File: config.mk
export PLATFORM = sky130hd
export DESIGN_NAME = sacc_control
export DESIGN_NICKNAME = d
export VERILOG_FILES = /design/src/common/sacc_pkg.sv /design/src/hdl/sacc_control.sv
export SDC_FILE = /design/constraint.sdc
export NUM_CORES = 1
export LEC_CHECK = 0
export BUFFER_PORTS_ARGS = -buffer_cell sky130_fd_sc_hd__buf_4
export CORE_MARGIN = 4
export CORE_UTILIZATION = 35
export CTS_BUF_LIST = sky130_fd_sc_hd__clkbuf_4
export CTS_CLUSTER_SIZE = 25
export DETAILED_ROUTE_END_ITERATION = 8
export PLACE_DENSITY = 0.65
export SYNTH_ARGS = -nofsm -noshare
export SYNTH_HDL_FRONTEND = slang
export SYNTH_SLANG_ARGS = --single-unit
File: constraint.sdc
create_clock -name ref_clk -period 2.6 [get_ports ref_clk]
set_input_delay 0 -clock ref_clk [delete_from_list [all_inputs] [get_ports ref_clk]]
set_output_delay 0 -clock ref_clk [all_outputs]
set_load 0.02 [all_outputs]
File: src/common/sacc_pkg.sv
// Constants and types for the SAR converter configuration and control block
package sacc_pkg;
  localparam logic [7:0] SACC_CTL_ADDR = 8'he8;
  localparam logic [7:0] SACC_CFG_ADDR = 8'hbc;
  localparam logic [7:0] SACC_CTL_RESET = 8'h00;
  localparam logic [7:0] SACC_CFG_RESET = 8'h00;
  // Configuration field positions
  localparam int SACC_CFG_PERIOD_MSB = 7;
  localparam int SACC_CFG_PERIOD_LSB = 5;
  localparam logic [7:0] SACC_CFG_WRITE_MASK = 8'he7;
  // Control bit positions
  localparam int SACC_CTL_ENABLE = 7;
  localparam int SACC_CTL_TRACK_MODE = 6;
  localparam int SACC_CTL_DONE = 5;
  localparam int SACC_CTL_BUSY = 4;
  localparam int SACC_CTL_START_MSB = 3;
  localparam int SACC_CTL_START_LSB = 2;
  localparam int SACC_CTL_WINDOW = 1;
  localparam int SACC_CTL_LEFT_JUST = 0;
  // Start mode where a busy-bit write launches the conversion
  localparam logic [1:0] SACC_START_BY_WRITE = 2'h0;
  // Timing in SAR clocks; settling time in system clocks
  localparam logic [4:0] SACC_TRACK_SAR_CLKS = 5'h03;
  localparam logic [4:0] SACC_CONV_SAR_CLKS = 5'h10;
  localparam int SACC_SETTLE_CYCLES = 16;

  typedef enum logic [1:0] {SACC_IDLE, SACC_TRACK, SACC_CONVERT} sacc_state_t;

  typedef struct packed {
    logic [7:0] cfg;
    logic [7:0] ctl;
    logic [3:0] divCnt;
    logic sarClkEn;
    sacc_state_t state;
    logic [4:0] tickCnt;
    logic [7:0] rdData;
    logic [2:0] gainLog2;
    logic tracking;
  } sacc_regs_t;

  // SAR clock period in system clocks for a period code
  function automatic logic [4:0] sacc_div_period(input logic [2:0] code);
    if (code[2]) begin
      return 5'h10;
    end
    return 5'(5'h01 << code[1:0]);
  endfunction : sacc_div_period

  // Amplifier gain as a power of two for a gain code
  function automatic logic [2:0] sacc_gain_log2(input logic [2:0] code);
    if (code[2]) begin
      return 3'h4;
    end
    return {1'b0, code[1:0]};
  endfunction : sacc_gain_log2
endpackage : sacc_pkg

File: src/hdl/sacc_control.sv
// SAR converter configuration and control registers with conversion sequencer
`timescale 1ns/1ps
//
// Behaviour
// RULE1: Codes 000..011 divide clock by 1,2,4,8
// RULE2: Period MSB set divides clock by 16
// RULE3: Software keeps SAR clock at most 2MHz
// RULE4: Configuration bits 4-3 read zero, ignore writes
// RULE5: Gain code selects gain 1,2,4,8 or 16
// RULE6: Tracking-mode clear: track continuously unless converting
// RULE7: Control resets zero, bit addressable, busy starts
module sacc_control (
  // Clock and reset
  input wire logic ref_clk,
  input wire logic rst_b,
  // Special-function register port
  input wire logic [7:0] sfrAddr,
  input wire logic [7:0] sfrWrData,
  input wire logic sfrWe,
  input wire logic sfrRe,
  output logic [7:0] sfrRdData,
  // Bit access to the control register
  input wire logic [2:0] ctlBitSel,
  input wire logic ctlBitData,
  input wire logic ctlBitWe,
  // Converter side events
  input wire logic extStart,
  input wire logic windowHit,
  // Converter controls
  output logic sarClkEn,
  output logic [2:0] gainLog2,
  output logic tracking,
  output logic converting,
  output logic leftJustify
);
  import sacc_pkg::*;

  sacc_regs_t r;
  sacc_regs_t n;
  logic [7:0] ctlWr;
  logic ctlWrHit;
  logic startReq;

  always_comb begin
    n = r;
    ctlWrHit = (sfrWe && sfrAddr == SACC_CTL_ADDR) || ctlBitWe;
    ctlWr = r.ctl;
    if (sfrWe && sfrAddr == SACC_CTL_ADDR) begin
      ctlWr = sfrWrData;
    end else if (ctlBitWe) begin // RULE7
      ctlWr[ctlBitSel] = ctlBitData;
    end
    // Busy is owned by the sequencer; in the write start mode a one written there is a start request
    startReq = r.ctl[SACC_CTL_ENABLE] && r.state == SACC_IDLE &&
      ((r.ctl[SACC_CTL_START_MSB:SACC_CTL_START_LSB] == SACC_START_BY_WRITE &&
        ctlWrHit && ctlWr[SACC_CTL_BUSY]) ||
       (r.ctl[SACC_CTL_START_MSB:SACC_CTL_START_LSB] != SACC_START_BY_WRITE &&
        extStart)); // RULE7
    if (ctlWrHit) begin
      n.ctl = ctlWr;
      n.ctl[SACC_CTL_BUSY] = r.ctl[SACC_CTL_BUSY];
    end
    if (sfrWe && sfrAddr == SACC_CFG_ADDR) begin
      n.cfg = sfrWrData & SACC_CFG_WRITE_MASK; // RULE4
    end
    // SAR clock divider
    if (5'(r.divCnt) + 5'h01 >=
        sacc_div_period(r.cfg[SACC_CFG_PERIOD_MSB:SACC_CFG_PERIOD_LSB])) begin
      n.divCnt = 4'h0; // RULE1 RULE2
      n.sarClkEn = 1'b1;
    end else begin
      n.divCnt = r.divCnt + 4'h1;
      n.sarClkEn = 1'b0;
    end
    n.gainLog2 = sacc_gain_log2(r.cfg[2:0]); // RULE5
    // Sequencer
    case (r.state)
      SACC_IDLE: begin
        if (startReq) begin
          n.ctl[SACC_CTL_BUSY] = 1'b1;
          n.tickCnt = 5'h00;
          n.state = r.ctl[SACC_CTL_TRACK_MODE] ? SACC_TRACK : SACC_CONVERT;
        end
      end
      SACC_TRACK: begin
        if (r.sarClkEn) begin
          n.tickCnt = r.tickCnt + 5'h01;
          if (r.tickCnt + 5'h01 == SACC_TRACK_SAR_CLKS) begin
            n.tickCnt = 5'h00;
            n.state = SACC_CONVERT;
          end
        end
      end
      SACC_CONVERT: begin
        if (r.sarClkEn) begin
          n.tickCnt = r.tickCnt + 5'h01;
          if (r.tickCnt + 5'h01 == SACC_CONV_SAR_CLKS) begin
            n.tickCnt = 5'h00;
            n.state = SACC_IDLE;
            n.ctl[SACC_CTL_BUSY] = 1'b0;
            // Hardware set wins over a same-cycle software clear
            n.ctl[SACC_CTL_DONE] = 1'b1;
            n.ctl[SACC_CTL_WINDOW] = r.ctl[SACC_CTL_WINDOW] | n.ctl[SACC_CTL_WINDOW] | windowHit;
          end
        end
      end
      default: begin
        n.state = SACC_IDLE;
      end
    endcase
    // Disabling the converter abandons a conversion in flight
    if (!n.ctl[SACC_CTL_ENABLE]) begin
      n.state = SACC_IDLE;
      n.ctl[SACC_CTL_BUSY] = 1'b0;
    end
    n.tracking = n.ctl[SACC_CTL_ENABLE] &&
      ((!n.ctl[SACC_CTL_TRACK_MODE] && n.state == SACC_IDLE) ||
       n.state == SACC_TRACK); // RULE6
    if (sfrRe) begin
      case (sfrAddr)
        SACC_CTL_ADDR: n.rdData = r.ctl;
        SACC_CFG_ADDR: n.rdData = r.cfg & SACC_CFG_WRITE_MASK; // RULE4
        default: n.rdData = 8'h00;
      endcase
    end
  end

  always_ff @(posedge ref_clk or negedge rst_b) begin
    if (!rst_b) begin
      r <= '{cfg: SACC_CFG_RESET, ctl: SACC_CTL_RESET, divCnt: 4'h0, sarClkEn: 1'b0,
             state: SACC_IDLE, tickCnt: 5'h00, rdData: 8'h00, gainLog2: 3'h0,
             tracking: 1'b0}; // RULE7
    end else begin
      r <= n;
    end
  end

  assign sfrRdData = r.rdData;
  assign sarClkEn = r.sarClkEn;
  assign gainLog2 = r.gainLog2;
  assign tracking = r.tracking;
  assign converting = r.ctl[SACC_CTL_BUSY];
  assign leftJustify = r.ctl[SACC_CTL_LEFT_JUST];

  // Checking helpers: pulse spacing and configuration settling
  logic [4:0] gapCnt;
  logic [4:0] settleCnt;
  always_ff @(posedge ref_clk or negedge rst_b) begin
    if (!rst_b) begin
      gapCnt <= 5'h01;
      settleCnt <= 5'h00;
    end else begin
      gapCnt <= r.sarClkEn ? 5'h01 : 5'(gapCnt + 5'h01);
      if (n.cfg != r.cfg) begin
        settleCnt <= 5'h00;
      end else if (settleCnt != 5'(SACC_SETTLE_CYCLES)) begin
        settleCnt <= settleCnt + 5'h01;
      end
    end
  end
endmodule : sacc_control

# Yosys cells after proc, flatten, opt, wreduce, memory -nomap -nowiden
# Index checks and enable logic that the tools add are counted.
[totals]
rom_bits = 0
word_cells = 83
register_bits = 38
latchBits = 0
n_memories = 0
inputBits = 27
mem_bits_rw = 0
[op_classes]
add_sub_neg = 3
reduce_logical = 22
mul = 0
mux = 32
magnitude_cmp = 3
shift = 1
n_eq_ne = 10
bitwise_logic = 2
n_div = 0
[ops]
columns = ["op", "count"]
rows = [
  ["7-bit 2-to-1 mux", 5],
  ["8-bit 2-to-1 mux", 3],
  ["8-bit == test (second input constant)", 2],
  ["8-bit case mux with 2 select lines", 1],
  ["5-bit 2-to-1 mux", 3],
  ["5-bit case mux with 3 select lines", 1],
  ["1-bit logical AND", 10],
  ["1-bit 2-to-1 mux", 9],
  ["8-bit bitwise mux", 1],
  ["2-bit 2-to-1 mux", 4],
  ["2-bit zero test", 3],
  ["3-bit 2-to-1 mux", 2],
  ["2-bit != test (second input constant)", 3],
  ["2-bit case mux with 3 select lines", 1],
  ["4-bit by 1-bit adder with 5-bit output (second input constant)", 1],
  ["5-bit by 1-bit adder with 5-bit output (second input constant)", 1],
  ["5-bit by 2-bit == test with 1-bit output (second input constant)", 1],
  ["5-bit == test (second input constant)", 1],
  ["5-bit greater-or-equal comparator", 1],
  ["1-bit by 2-bit << shifter with 5-bit output (first input constant)", 1],
  ["4-bit by 1-bit adder with 4-bit output (second input constant)", 1],
  ["2-bit by 1-bit == test with 1-bit output (second input constant)", 2],
  ["3-bit by 4-bit less-than comparator with 1-bit output (second input constant)", 1],
  ["4-bit AND reduction", 1],
  ["10 further kinds", 14],
]

# Longest topological paths before layout
[depth]
word_depth = 17
depth_mapped = 8

# Worst setup path after synthesis
# No wires, ideal clock.
[synth_timing]
path_kind = "register -> register"
start = "register r[12] in the netlist's numbering"
end = "register r, in the netlist tracking"
stages_incl_launch_ff = 8
arrival_time_ns = 1.938
setup_slack_ns = 0.523
t_required_ns = 2.461
n_path_buf = 0
path_cell_list = "dfrtp_1 > ha_1 > or3_1 > o31a_1 > o31ai_1 > nand4b_1 > a221oi_1 > nor4_1"
[synth_rtl]
columns = ["item", "line_no", "rtl"]
rows = [
  ["start, declared", "sacc_control.sv:38", "sacc_regs_t r;"],
  ["start signal, assigned", "sacc_control.sv:130", "r <= '{cfg: SACC_CFG_RESET, ctl: SACC_CTL_RESET, divCnt: 4'h0, sarClkEn: 1'b0,"],
  ["start signal, assigned", "sacc_control.sv:134", "r <= n;"],
]

==> impl_metrics.env <==
export IMPL_post_cts_buffers=0
export IMPL_drt_total_wl_mm=5.35
export IMPL_avgSynthCellArea_um2=9.58
export IMPL_final_nets=328
export IMPL_max_slew_worst_pin_slew_ns=0.663
export IMPL_finalPower_mw=1.60
export IMPL_cts_tree="built"
export IMPL_clkLatencyLatePin_ns=0.35
export IMPL_drcViolationCount=0
export IMPL_fin_crit_sh=0.899
export IMPL_fin_skew_ns=0.0119
export IMPL_final_cell_mix="buf_4 (43), dfrtp_1 (38), nor2_1 (25)"
export IMPL_diodes=0
export IMPL_max_freq_mhz=428
export IMPL_vias=1894
export IMPL_place_area_um2=2650
export IMPL_die_y_um=89.7
export IMPL_routed_via_density=5.17
export IMPL_synthArstFlopShare=1.00
export IMPL_ir_drop_uv=175
export IMPL_num_rows=29
export IMPL_cap_violations=0
export IMPL_io_pins=42
export IMPL_cts_buffers=5
export IMPL_slew_violations=0
export IMPL_netlist_instances=244
export IMPL_area_growth_synth_to_final_pct=20.3
export IMPL_grt_max_degree=39
export IMPL_antenna_found_initial=0
export IMPL_crit_path_end_kind="flop"
export IMPL_cts_sinks=38
export IMPL_netlist_top_cells_area="dfrtp_1 (41%), ha_1 (7.0%), nor2_1 (4.0%), mux2_2 (3.9%), buf_4 (3.5%)"
export IMPL_crit_type="reg2reg"
export IMPL_n_fill_cell=640
export IMPL_clockRootBuffer="clkbuf_4"
export IMPL_die_area_um2=8050
export IMPL_cts_htree_levels=2
export IMPL_netlist_area_leader_share=0.407
export IMPL_portBuffers=41
export IMPL_path_max_fanout=7
export IMPL_grt_pass1_vias=1918
export IMPL_cp_slowest_stage_delay_ns=0.46
export IMPL_grt_first_pass_wirelength_mm=9.38
export IMPL_cts_resized=0
export IMPL_rsz0062_at_grt="no"
export IMPL_synth_top_cell_by_area="dfrtp_1"
export IMPL_worst_slack_ns=0.263
export IMPL_hold_class="in2reg"
export IMPL_finalInstanceArea_um2=2810
export IMPL_ys_seq_elements=38
export IMPL_grtUsageTotal=0.141
export IMPL_core_um2=6420
export IMPL_grt_remaining_overflow=0
export IMPL_startpoint_type="flop"
export IMPL_yosysWarnings=0
export IMPL_final_common_cell="buf_4"
export IMPL_drtIter0Drc=190
export IMPL_cp_cell_sequence="ha_1, or3_1, o31a_1, o31ai_1, nand4b_1, a221oi_1, nor4_1"
export IMPL_seq_area_frac_synth=0.407
export IMPL_relSlewSlack=0.557
export IMPL_place_ws_ns=0.274
export IMPL_p_per_area_nw_per_um2=569
export IMPL_drive_gt1_frac=0.218
export IMPL_worstPathArrival_ns=2.58
export IMPL_drt_first_pass_iters=4
export IMPL_die_w_um=89.7
export IMPL_start_util=0.364
export IMPL_detail_route_wl_per_cell_um=14.6
export IMPL_status="completed"
export IMPL_clk_path_buf_depth=2
export IMPL_ys_flop_type="dfrtp_1"
export IMPL_critPathRequiredTime_ns=2.84
export IMPL_synth_area_um2=2340
export IMPL_min_period_ns=2.34
export IMPL_finalSetupViolations=0
export IMPL_synthesis_nets=284
export IMPL_path_clk_slew_ns=0.12
export IMPL_synth_edf_count=0
export IMPL_crit_path_top_delay_cell="dfrtp_1"
export IMPL_antenna_left=0
export IMPL_synth_cell_type_count=49
export IMPL_hold_viol=0
export IMPL_hpwl_mm=4.03
export IMPL_power_leakage_nw=1.31
export IMPL_finalCoreUtilization=0.438
export IMPL_gp_congestion=0.921
export IMPL_finalSetupTns_ns=0
report_power, final:
group / internal, mW / switching [mW] / leakage (nW)
registers: 0.667 / 0.0810 / 0.498
logic: 0.252 / 0.295 / 0.785
clock network: 0.101 / 0.204 / 0.0286
total: 1.02 / 0.580 / 1.31
cell type report:
type	count	area (um^2)	area share
well taps	77	96.3	0.0343
repair buffers	54	433	0.154
multi-input cells	175	1230	0.436
inverters	14	52.6	0.0187
flip-flops and latches	38	951	0.338
clock inverters	3	16.3	0.00578
clock buffers	5	37.5	0.0133
worst max-delay path, delay by kind of cell, from the launching register on:
family | cells | cell delay, ns
flip-flops | 1 | 0.46
adder cells (fa/ha/maj) | 1 | 0.28
AO/OA/AOI/OAI | 3 | 0.84
AND/OR/NAND/NOR | 3 | 0.66
Yosys cell counts (5+ instances only):
cell,number
o21ai_0,10
a21o_1,9
nor2b_1,7
nor2_1,25
a22oi_1,6
ha_1,13
inv_1,14
nand3_1,8
mux2_2,8
nor3_1,5
mux2i_1,8
buf_4,11
dfrtp_1,38
nand2_1,16
a21oi_1,13
logic make-up (layout without fill, tap and decap cells):
family	count (synthesis)	count (layout)	share of synthesized area
and+or+nand+nor	87	87	0.210
xor gates and xnor gates	3	3	0.0112
AOI/OAI and AO/OA	56	56	0.161
buffers and inverters	31	76	0.0685
DFF	38	38	0.407
adders and majority gates	13	13	0.0696
muxes	16	16	0.0728
per-stage QoR:
step | std cells | hold slack (ns)
floorplan | 244 | -0.296
global placement | 347 | 0.00252
detailed placement | 347 | 0.00957
CTS | 366 | 0.00186
global route | 366 | 0.0297
finish | 366 | 0.0166
sequential cells by signal (all words and copies together) (netlist names):
name / cells
tracking: 1
r: 23
sfrRdData: 8
gainLog2: 3
converting: 1
sarClkEn: 1
leftJustify: 1
layer usage:
| layer | vias up | GRT usage | wire [um] |
|---|---|---|---|
| met5 | - | 0 | 0 |
| met4 | 0 | 0.0460 | 82 |
| met3 | 7 | 0.0301 | 322 |
| met2 | 60 | 0.219 | 2390 |
| met1 | 877 | 0.197 | 2550 |
| li1 | 950 | - | - |
repair_timing:
item                       in CTS  in global routing
hold endpoints to repair       57                  0
setup endpoints to repair       0                  0
hold buffers                   11                  0
worst paths after layout:
path,start,end,slack [ns],depth (start not counted)
min reg2reg,r[34],gainLog2[2],0.49,0
max,r[12],tracking,0.26,7
max reg2reg,r[12],tracking,0.26,7
min in group asynchronous,rst_b,r[12],0.14,2
min,ctlBitData,leftJustify,0.02,3
max in group asynchronous,rst_b,r[20],2.10,2
No activity file was read; power rests on OpenSTA's default activity.
